### config.mk
export PLATFORM = sky130hd
export DESIGN_NAME = sprcd_top
export DESIGN_NICKNAME = d
export VERILOG_FILES = /design/src/logic/sprcd_pkg.sv /design/src/logic/sprcd_pin_sync.sv /design/src/logic/sprcd_top.sv
export SDC_FILE = /design/constraint.sdc
export NUM_CORES = 1
export LEC_CHECK = 0
export BUFFER_PORTS_ARGS = -buffer_cell sky130_fd_sc_hd__buf_4
export CAP_MARGIN = 20
export CORE_UTILIZATION = 61
export CTS_CLUSTER_DIAMETER = 40
export DETAILED_ROUTE_END_ITERATION = 10
export GPL_TIMING_DRIVEN = 1
export MAX_ROUTING_LAYER = met4
export PLACE_DENSITY = 0.81
export SYNTH_ARGS = -nofsm -noshare
export SYNTH_HDL_FRONTEND = slang
export SYNTH_SLANG_ARGS = --single-unit
### constraint.sdc
create_clock -name ref_clk_in -period 3.62 [get_ports ref_clk_in]
set_clock_uncertainty 0.15 [all_clocks]
set_input_delay 0.181 -clock ref_clk_in [delete_from_list [all_inputs] [get_ports ref_clk_in]]
set_output_delay 0.181 -clock ref_clk_in [all_outputs]
set_load 0.01 [all_outputs]
### src/logic/sprcd_pkg.sv
// Constants, types and opcodes for the status, power and reset command decoder
package sprcd_pkg;

	// ==========================================================
	// Opcodes
	localparam logic [7:0] OP_RD_SR1  = 8'h05;
	localparam logic [7:0] OP_RD_SR2  = 8'h35;
	localparam logic [7:0] OP_RD_SR3  = 8'h15;
	localparam logic [7:0] OP_RD_SRX  = 8'h65;
	localparam logic [7:0] OP_WR_SR1  = 8'h01;
	localparam logic [7:0] OP_WR_SR2  = 8'h31;
	localparam logic [7:0] OP_WR_SR3  = 8'h11;
	localparam logic [7:0] OP_WR_SRX  = 8'h71;
	localparam logic [7:0] OP_RESUME  = 8'hab;
	localparam logic [7:0] OP_PD_DEEP = 8'hb9;
	localparam logic [7:0] OP_PD_ULTR = 8'h79;
	localparam logic [7:0] OP_RST_EN  = 8'h66;
	localparam logic [7:0] OP_RST_DEV = 8'h99;

	// ==========================================================
	// Fields, counts and reset values
	localparam int              POWER_DOWN_DEPTH_SELECT = 7;
	localparam int              PD_SEL_REG              = 3;
	localparam logic [7:0]      SR_IDX_FIRST            = 8'h01;
	localparam logic [7:0]      SR_IDX_LAST             = 8'h06;
	localparam logic [2:0]      BIT_LAST                = 3'h7;
	localparam logic [1:0]      ADDR_LAST               = 2'h2;
	localparam logic [1:0]      NB_MAX                  = 2'h2;
	localparam logic [47:0]     SR_RST_VAL              = 48'h0;
	// Arbitrary neutral identification value
	localparam logic [7:0]      ID_BYTE                 = 8'h5a;

	// ==========================================================
	// Types
	typedef struct packed {
		logic cs_n;
		logic sck;
		logic si;
	} sprcd_pins_t;

	typedef enum logic [2:0] {
		PH_CMD,
		PH_ADDR,
		PH_DUMMY,
		PH_WIN,
		PH_OUT,
		PH_END,
		PH_IGNORE
	} sprcd_phase_t;

	typedef struct packed {
		sprcd_phase_t    ph;
		logic [7:0]      op;
		logic [6:0]      rx;
		logic [2:0]      bc;
		logic [1:0]      ac;
		logic [7:0]      idx;
		logic [7:0]      d0;
		logic [7:0]      d1;
		logic [1:0]      nb;
		logic [7:0]      tx;
		logic            so;
		logic            oe;
		logic            deep;
		logic            ultra;
		logic            rst_en;
		logic            rst_pulse;
		logic [5:0][7:0] sr;
	} sprcd_state_t;

	typedef struct packed {
		sprcd_pins_t s1;
		sprcd_pins_t s2;
		sprcd_pins_t s3;
	} sprcd_sync_t;

endpackage

### src/logic/sprcd_pin_sync.sv
// Two-flop pin synchroniser with edge detection for chip select and serial clock
`timescale 1ns/1ns
`default_nettype none
module sprcd_pin_sync
	import sprcd_pkg::*;
(
	input  wire logic        ref_clk_in,  // System clock
	input  wire logic        rst_n_in,    // Synchronous reset, active low
	input  wire sprcd_pins_t raw_in,      // Pins from the link
	output sprcd_pins_t      pins_out,    // Synchronised pins
	output logic             sck_rise_out, // Serial clock rising edge pulse
	output logic             sck_fall_out, // Serial clock falling edge pulse
	output logic             cs_rise_out   // Chip select release pulse
);

	sprcd_sync_t q;
	sprcd_sync_t next_q;

	always_comb begin
		next_q    = q;
		next_q.s1 = raw_in;
		next_q.s2 = q.s1;
		next_q.s3 = q.s2;
	end

	always_ff @(posedge ref_clk_in) begin
		if (!rst_n_in) begin
			q <= {3{3'h6}};
		end else begin
			q <= next_q;
		end
	end

	assign pins_out     = q.s2;
	assign sck_rise_out = q.s2.sck & ~q.s3.sck;
	assign sck_fall_out = ~q.s2.sck & q.s3.sck;
	assign cs_rise_out  = q.s2.cs_n & ~q.s3.cs_n;

endmodule
`default_nettype wire

### src/logic/sprcd_top.sv
// Serial command decoder for status register, power-down and reset commands
`timescale 1ns/1ns
`default_nettype none
module sprcd_top
	import sprcd_pkg::*;
(
	input  wire logic        ref_clk_in,       // System clock, 250 MHz
	input  wire logic        rst_n_in,         // Synchronous reset, active low
	input  wire logic        cs_n_in,          // Chip select pin, active low
	input  wire logic        sck_in,           // Serial clock pin
	input  wire logic        si_in,            // Serial data in pin
	output logic             so_out,           // Serial data out pin
	output logic             so_oe_out,        // Serial out drive enable
	output logic             deep_pd_out,      // Deep power-down active
	output logic             ultra_pd_out,     // Ultra-deep power-down active
	output logic             soft_reset_out,   // Software reset pulse
	output logic [5:0][7:0]  status_out        // Status registers one to six
);

	// ==========================================================
	// Pin synchronisation
	sprcd_pins_t  raw;
	sprcd_pins_t  ps;
	logic         sck_rise;
	logic         sck_fall;
	logic         cs_rise;

	assign raw = '{cs_n: cs_n_in, sck: sck_in, si: si_in};

	sprcd_pin_sync u_sync (
		.ref_clk_in   (ref_clk_in),
		.rst_n_in     (rst_n_in),
		.raw_in       (raw),
		.pins_out     (ps),
		.sck_rise_out (sck_rise),
		.sck_fall_out (sck_fall),
		.cs_rise_out  (cs_rise)
	);

	// ==========================================================
	// Helpers
	function automatic logic idx_ok(input logic [7:0] idx);
		idx_ok = (idx >= SR_IDX_FIRST) && (idx <= SR_IDX_LAST);
	endfunction

	function automatic logic [7:0] sr_sel(input logic [5:0][7:0] sr, input logic [7:0] idx);
		logic [2:0] k;
		k      = idx[2:0] - 3'h1;
		sr_sel = 8'h00;
		if (idx_ok(idx)) begin
			sr_sel = sr[k];
		end
	endfunction

	sprcd_state_t q;
	sprcd_state_t next_q;
	logic [7:0]   rxb;
	logic         done;
	logic         pd;
	logic [2:0]   widx;

	assign rxb  = {q.rx, ps.si};
	assign done = sck_rise && !ps.cs_n && (q.bc == BIT_LAST);
	assign pd   = q.deep | q.ultra;
	assign widx = q.idx[2:0] - 3'h1;

	// ==========================================================
	// Next state
	always_comb begin
		next_q           = q;
		next_q.rst_pulse = 1'b0;
		if (cs_rise) begin
			if (q.bc == 3'h0) begin
				if (q.ph == PH_WIN && q.nb != 2'h0) begin
					case (q.op)
						OP_WR_SR1: begin
							next_q.sr[0] = q.d0;
							if (q.nb == NB_MAX) begin
								next_q.sr[1] = q.d1;
							end
						end
						OP_WR_SR2: next_q.sr[1] = q.d0;
						OP_WR_SR3: next_q.sr[2] = q.d0;
						OP_WR_SRX: begin
							if (idx_ok(q.idx)) begin
								next_q.sr[widx] = q.d0;
							end
						end
						default: ;
					endcase
				end
				if (q.ph == PH_END) begin
					case (q.op)
						OP_PD_DEEP: begin
							if (q.sr[PD_SEL_REG][POWER_DOWN_DEPTH_SELECT]) begin
								next_q.deep = 1'b1;
							end else begin
								next_q.ultra = 1'b1;
							end
						end
						OP_PD_ULTR: next_q.ultra = 1'b1;
						OP_RST_EN: next_q.rst_en = 1'b1;
						OP_RST_DEV: begin
							if (q.rst_en) begin
								next_q.sr        = SR_RST_VAL;
								next_q.deep      = 1'b0;
								next_q.ultra     = 1'b0;
								next_q.rst_en    = 1'b0;
								next_q.rst_pulse = 1'b1;
							end
						end
						default: ;
					endcase
				end
				if (q.op == OP_RESUME && q.ph != PH_CMD && q.ph != PH_IGNORE) begin
					next_q.deep  = 1'b0;
					next_q.ultra = 1'b0;
				end
			end
			next_q.ph = PH_CMD;
			next_q.bc = 3'h0;
			next_q.ac = 2'h0;
			next_q.nb = 2'h0;
			next_q.oe = 1'b0;
			next_q.so = 1'b0;
		end else if (!ps.cs_n) begin
			if (sck_rise) begin
				next_q.rx = rxb[6:0];
				next_q.bc = q.bc + 3'h1;
			end
			if (done) begin
				case (q.ph)
					PH_CMD: begin
						next_q.op     = rxb;
						next_q.rst_en = q.rst_en & (rxb == OP_RST_DEV);
						next_q.ph     = PH_IGNORE;
						if (!pd || rxb == OP_RESUME) begin
							case (rxb)
								OP_RD_SR1: begin
									next_q.tx = q.sr[0];
									next_q.ph = PH_OUT;
								end
								OP_RD_SR2: begin
									next_q.tx = q.sr[1];
									next_q.ph = PH_OUT;
								end
								OP_RD_SR3: begin
									next_q.tx = q.sr[2];
									next_q.ph = PH_OUT;
								end
								OP_WR_SR1, OP_WR_SR2, OP_WR_SR3: next_q.ph = PH_WIN;
								OP_RD_SRX, OP_WR_SRX, OP_RESUME: next_q.ph = PH_ADDR;
								OP_PD_DEEP, OP_PD_ULTR, OP_RST_EN, OP_RST_DEV: next_q.ph = PH_END;
								default: ;
							endcase
						end
					end
					PH_ADDR: begin
						next_q.ac = q.ac + 2'h1;
						if (q.op == OP_RESUME) begin
							if (q.ac == ADDR_LAST) begin
								next_q.tx = ID_BYTE;
								next_q.ph = PH_OUT;
							end
						end else begin
							next_q.idx = rxb;
							next_q.ph  = (q.op == OP_RD_SRX) ? PH_DUMMY : PH_WIN;
						end
					end
					PH_DUMMY: begin
						next_q.tx = sr_sel(q.sr, q.idx);
						next_q.ph = PH_OUT;
					end
					PH_WIN: begin
						if (q.nb == 2'h0) begin
							next_q.d0 = rxb;
						end else if (q.nb == 2'h1) begin
							next_q.d1 = rxb;
						end
						next_q.nb = (q.nb == NB_MAX) ? NB_MAX : q.nb + 2'h1;
					end
					PH_OUT: begin
						case (q.op)
							OP_RD_SRX: begin
								next_q.idx = q.idx + 8'h01;
								next_q.tx  = sr_sel(q.sr, q.idx + 8'h01);
							end
							OP_RESUME: next_q.tx = ID_BYTE;
							OP_RD_SR1: next_q.tx = q.sr[0];
							OP_RD_SR2: next_q.tx = q.sr[1];
							default: next_q.tx = q.sr[2];
						endcase
					end
					PH_END: next_q.ph = PH_IGNORE;
					default: ;
				endcase
			end
			if (sck_fall && q.ph == PH_OUT) begin
				next_q.so = q.tx[7];
				next_q.tx = {q.tx[6:0], 1'b0};
				next_q.oe = 1'b1;
			end
		end
	end

	always_ff @(posedge ref_clk_in) begin
		if (!rst_n_in) begin
			q    <= '0;
			q.ph <= PH_CMD;
			q.sr <= SR_RST_VAL;
		end else begin
			q <= next_q;
		end
	end

	assign so_out         = q.so;
	assign so_oe_out      = q.oe;
	assign deep_pd_out    = q.deep;
	assign ultra_pd_out   = q.ultra;
	assign soft_reset_out = q.rst_pulse;
	assign status_out     = q.sr;
endmodule
`default_nettype wire

Word-level counts from Yosys, hierarchy flattened
Cells that the tools add are included.

Word-level logic and storage cells: 201. Register bits after elaboration: 119.

Reductions and logical operators: 47. Order comparisons: 7. Add/subtract/negate cells: 6. Muxes and demuxes: 50. Bitwise logic cells: 12. Eq/ne operators: 49.

Operator list (number): 48-bit 2-to-1 mux (4); 52-bit 2-to-1 mux (2); 8-bit 2-to-1 mux (12); 8-bit by 7-bit == test with 1-bit output, second input constant (8); 8-bit case mux with 4 select lines (2); 50-bit 2-to-1 mux (1); 49-bit 2-to-1 mux (1); 8-bit binary-select mux with 3-bit select (2); 48-bit bitwise mux (1); 8-bit == test, second input constant (6); 8-bit case mux with 2 select lines (3); 8-bit case mux with 3 select lines (2); 8-bit by 6-bit == test with 1-bit output, second input constant (4); 6-bit AND reduction (5); 8-bit demux with 3-bit select (1); 8-bit by 5-bit == test with 1-bit output, second input constant (3); 24-bit 2-to-1 mux (1); 3-bit inequality test, second input constant (8); 3-bit case mux with 4 select lines (2); 8-bit by 1-bit == test with 1-bit output, second input constant (2); 8-bit by 3-bit == test with 1-bit output, second input constant (2); 8-bit by 1-bit >= comparator with 1-bit output, second input constant (2); 8-bit by 3-bit less-or-equal comparator with 1-bit output, second input constant (2); 2-bit nonzero test (6); other kinds (40) (89).

Depth between registers and ports, before layout
Word-level depth: 16. Mapped depth: 11. Mapped depth without buffers: 9.

Modules after synthesis
A second synthesis with hierarchy kept.

Cells, all modules: 864. Area, all modules: 7521.0 um^2.

By module, submodules not included: sprcd_top (cells each 842, seq. area each 2222.1 um^2, times used 1, area an instance 7269.5 um^2); sprcd_pin_sync (cells each 22, seq. area each 160.2 um^2, times used 1, area an instance 251.5 um^2).

Worst setup path after synthesis
OpenSTA, ideal clock, no wires.

Path type: reg2reg. Start point: reg q[80] (netlist name). End point: reg q (netlist bit status_out[24]). Path buffers: 0. Arrival time: 3.058 ns. Library setup time: 0.117 ns. Period minus slack after synthesis: 3.325 ns. Data required time: 3.353 ns. Slack: 0.295 ns. Stages on the path, launching flop included: 10. Cells stage by stage: dfxtp_1 -> clkinv_1 -> ha_1 -> nor3b_1 -> or4_4 -> or4_4 -> or3_4 -> o31ai_2 -> a21oi_2 -> a22o_1.

Longest elaborated chain between the ends: 14.

Ends and longest elaborated chain: start: declaration (RTL line sprcd_top.sv:55) `sprcd_state_t q;`; start signal: assignment (RTL line sprcd_top.sv:212) `q <= next_q;`; 3-bit by 1-bit subtractor with 3-bit output (RTL line sprcd_top.sv:65) `assign widx = q.idx[2:0] - 3'h1;`; 3-bit by 4-bit less-than comparator with 1-bit output (not written as such) / 3-bit by 1-bit >= comparator with 1-bit output (equally long branches) (RTL line sprcd_top.sv:86) `next_q.sr[widx] = q.d0;`; 1-bit logical AND (not written as such) (RTL line sprcd_top.sv:86); 8-bit 2-to-1 mux (not written as such) (RTL line sprcd_top.sv:86); 8-bit demux with 3-bit select (RTL line sprcd_top.sv:86); 48-bit bitwise mux (RTL line sprcd_top.sv:86); 48-bit 2-to-1 mux * (RTL line sprcd_top.sv:85) `if (idx_ok(q.idx)) begin`; 24-bit 2-to-1 mux * (RTL line sprcd_top.sv:75) `case (q.op)`; 48-bit 2-to-1 mux * (RTL line sprcd_top.sv:74) `if (q.ph == PH_WIN && q.nb != 2'h0) begin`; 48-bit 2-to-1 mux * (RTL line sprcd_top.sv:73) `if (q.bc == 3'h0) begin`; 48-bit 2-to-1 mux * (RTL line sprcd_top.sv:72) `if (cs_rise) begin`; 52-bit 2-to-1 mux (RTL line sprcd_top.sv:104) `if (q.rst_en) begin`; 49-bit 2-to-1 mux (RTL line sprcd_top.sv:93) `case (q.op)`; 52-bit 2-to-1 mux * (RTL line sprcd_top.sv:92) `if (q.ph == PH_END) begin`.

Mark *: on every way between the ends. The rest lies on a longest branch, timed or not. The select of a mux whose other input is x is not followed. A chain may end at the register's enable or synchronous reset.

Worst setup path after layout
Start point: reg q[81] (netlist name). End point: reg q (netlist bit status_out[41]).

Same word-level chain as after synthesis.

==> flow_metrics.py <==
metrics = {
    "setup_path": {
        "worstPathMaxFanout": 8,
        "worstPathRequired_ns": 3.78,
        "timing.rr.end": "status_out[41]",
        "reg2regPathDepth": 8,
        "critPathCaptureType": "register",
        "cp.arrival_ns": 3.52,
        "reg2reg_setup_slack_ns": 0.26,
        "r2r-start": "q[81]",
        "start_kind": "register",
        "crit_type": "register to register",
    },
    "timing": {
        "final.period_utilization_pct": 92.73,
        "slew_headroom_pct": 46.32,
        "worstMarginPinSlew_ns": 0.8014,
        "setup_violations": 0,
        "grt_setup_unrepaired": "no",
        "hold_viol": 0,
        "fin_crit_ns": 3.357,
        "fin_ws_ns": 0.2632,
        "slew_viol_final": 0,
        "clock.fmax_mhz": 297.9,
        "tns_ns": 0,
    },
    "routing": {
        "initialDrtViolationCount": 983,
        "vias": 6719,
        "viasPerCell": 6.801,
        "wl_per_cell_microns": 21.98,
        "ant_nets": 0,
        "firstDrtPassIters": 8,
        "drc_errors": 2,
        "wl_mm": 21.72,
    },
    "pwr": {
        "power_w": 0.003080,
        "ir_worst_vdd_mv": 0.3554,
        "power_leakage_nw": 2.902,
        "powerDensity_mw_per_mm2": 385.2,
    },
    "global_route": {
        "antenna_found_initial": 0,
        "grt_use_met1_pct": 46.46,
        "grt_first_pass_wirelength_mm": 33.20,
        "track_usage_pct": 38.22,
        "top_usage_layer": "met2",
        "use_met2_pct": 59.29,
        "grt_pass1_vias": 6118,
        "grt-ovfl-total": 0,
        "grt_max_degree": 41,
        "grt_use_met3_pct": 11.17,
    },
    "floorplan": {
        "dieArea_sq_mm": 0.01211,
        "die_h_microns": 110.1,
        "ios": 58,
        "fp.dieW_microns": 110.1,
        "start_util_pct": 62.38,
        "rows": 39,
        "coreArea_sq_mm": 0.01142,
    },
    "flow_run": {
        "drv_cap": 0,
    },
    "placed_design": {
        "io_buffers": 57,
        "gp_congestion": 0.9713,
        "place_inst": 949,
        "hpwl_mm": 15.77,
        "pre_cts_ws_ns": 0.3643,
    },
    "worst_hold_path": {
        "worstHoldPathType": "register to register",
        "whs_path_depth": 1,
        "worstHoldStart": "u_sync.next_q[5]",
        "holdPathEnd": "u_sync.pins_out[2]",
    },
    "outcome": {
        "failed_checks": "DRC",
        "status": "complete, but fails checks",
    },
    "yosys": {
        "seq_area_frac_synth_pct": 33.44,
        "synth-edff-count": 0,
        "ys_warn_count": 0,
        "syn-num-nets": 848,
        "synth_cells": 829,
        "async_reset_ff_share_pct": 0,
        "ys_types": 68,
        "ys_ff_latch": 119,
        "synth_area_sq_mm": 0.007123,
        "ys.flop_type": "dfxtp_1",
        "synth.avg_cell_area_sq_um": 8.592,
    },
    "clock_tree": {
        "cts_buffers": 17,
        "clockRootBuffer": "clkbuf_16",
        "worstSkewPairLatency_ns": 0.42,
        "clockBufferDepth": 2,
        "tritoncts": "done",
        "htree_levels": 4,
        "cts_sinks": 119,
        "cts.clk_slew.worst_paths_ns": 0.06,
    },
    "layout": {
        "area_growth_pct": 12.24,
        "layout.cells.non_filler": 988,
        "mostFrequentLayoutCell": "dfxtp_1",
        "most-common-layout-cells": "dfxtp_1, nor2_1, buf_4",
        "insertedDiodeCount": 0,
        "drive_above_1_share_pct": 18.11,
        "nNetsFinal": 851,
        "finish.utilization_pct": 70.02,
    },
}
[synthesized netlist by cell type (7+ instances only)]
master | number | share of area (%)
dfxtp_1 | 119 | 33
buf_4 | 48 | 5.1
a22oi_1 | 30 | 3.2
a22o_1 | 40 | 4.9
mux2_2 | 9 | 1.4
inv_1 | 15 | 0.79
a21oi_1 | 43 | 3.0
and2_1 | 7 | 0.61
mux4_2 | 16 | 5.1
o211ai_1 | 9 | 0.95
o31ai_1 | 11 | 1.2
nand2b_1 | 10 | 0.88
mux2i_1 | 41 | 5.8
nor3_1 | 21 | 1.5
ha_1 | 14 | 2.5
clkbuf_1 | 40 | 2.1
nor4b_1 | 8 | 0.98
o21ai_0 | 34 | 2.4
nand2_1 | 76 | 4.0
a211oi_1 | 8 | 0.84
a31oi_1 | 7 | 0.61
o2bb2ai_1 | 8 | 0.98
nand3_1 | 20 | 1.4
nor2_1 | 85 | 4.5
[layer usage]
metal,vias to the layer above,part of all wire [%]
met1,3217,40
met3,67,10
met2,411,47
met5,-,0
met4,0,3.1
li1,3024,-
[cell families after synthesis]
| kind of cell | synth area share, % |
|---|---|
| AND/OR/NAND/NOR | 19.69 |
| XOR/XNOR | 0.9837 |
| multiplexers | 12.24 |
| flip-flops | 33.44 |
| adder cells (fa/ha/maj) | 2.459 |
| AO/OA/AOI/OAI | 22.45 |
| buffers and inverters | 8.730 |
[critical path: stages, from the launching register on]
cell,delay [ns]
dfxtp_1,0.47
inv_1,0.15
ha_1,0.25
nor3b_1,0.16
or4_4,0.52
or4_4,0.44
nor3_1,0.40
a31oi_1,0.37
a22o_1,0.34
[how the worst max path moves through the flow]
| stage | start | end | slack [ns] |
|---|---|---|---|
| floorplan | q[80] | status_out[24] | 0.30 |
| global placement | q[80] | status_out[45] | 0.50 |
| detailed placement | q[81] | status_out[46] | 0.36 |
| CTS | q[81] | status_out[41] | 0.34 |
| global route | q[81] | status_out[41] | 0.12 |
| finish | q[81] | status_out[41] | 0.26 |
[what timing repair did]
action	4_1_cts	5_1_grt
setup buffers	0	0
gates resized for setup	0	0
hold endpoints to repair	7	0
hold buffers	6	0
[metrics by stage]
step,area [sq um],hold slack [ns]
2_1_floorplan,7123,0.1325
3_3_place_gp,7321,0.2119
3_5_place_dp,7321,0.2207
4_1_cts,7988,0.2592
5_1_grt,7995,0.2926
6_report,7995,0.2548
[where the power goes]
part | internal (W) | total, W | switching (W) | leakage [nW]
registers | 0.00131 | 0.00132 | 0.00000326 | 0.960
logic | 0.0000152 | 0.0000490 | 0.0000338 | 1.65
clock network | 0.00111 | 0.00171 | 0.000599 | 0.292
[registers in the layout (all words and copies together) (netlist names)]
signal and cells:
u_sync.pins_out 3, so_oe_out 1, deep_pd_out 1, soft_reset_out 1
so_out 1, status_out 48, ultra_pd_out 1, q 58
u_sync.q 2, u_sync.next_q 3
[cell type report]
type | instances | area [sq um]
Multi-Input combinational cell | 594 | 4124
Fill cell | 916 | 3423
Sequential cell | 119 | 2384
Timing Repair Buffer | 83 | 638.1
Clock buffer | 20 | 456.7
Tap cell | 143 | 178.9
Clock inverter | 12 | 150.1
Inverter | 17 | 63.81
Note: power is estimated with default switching activity, not from simulation.
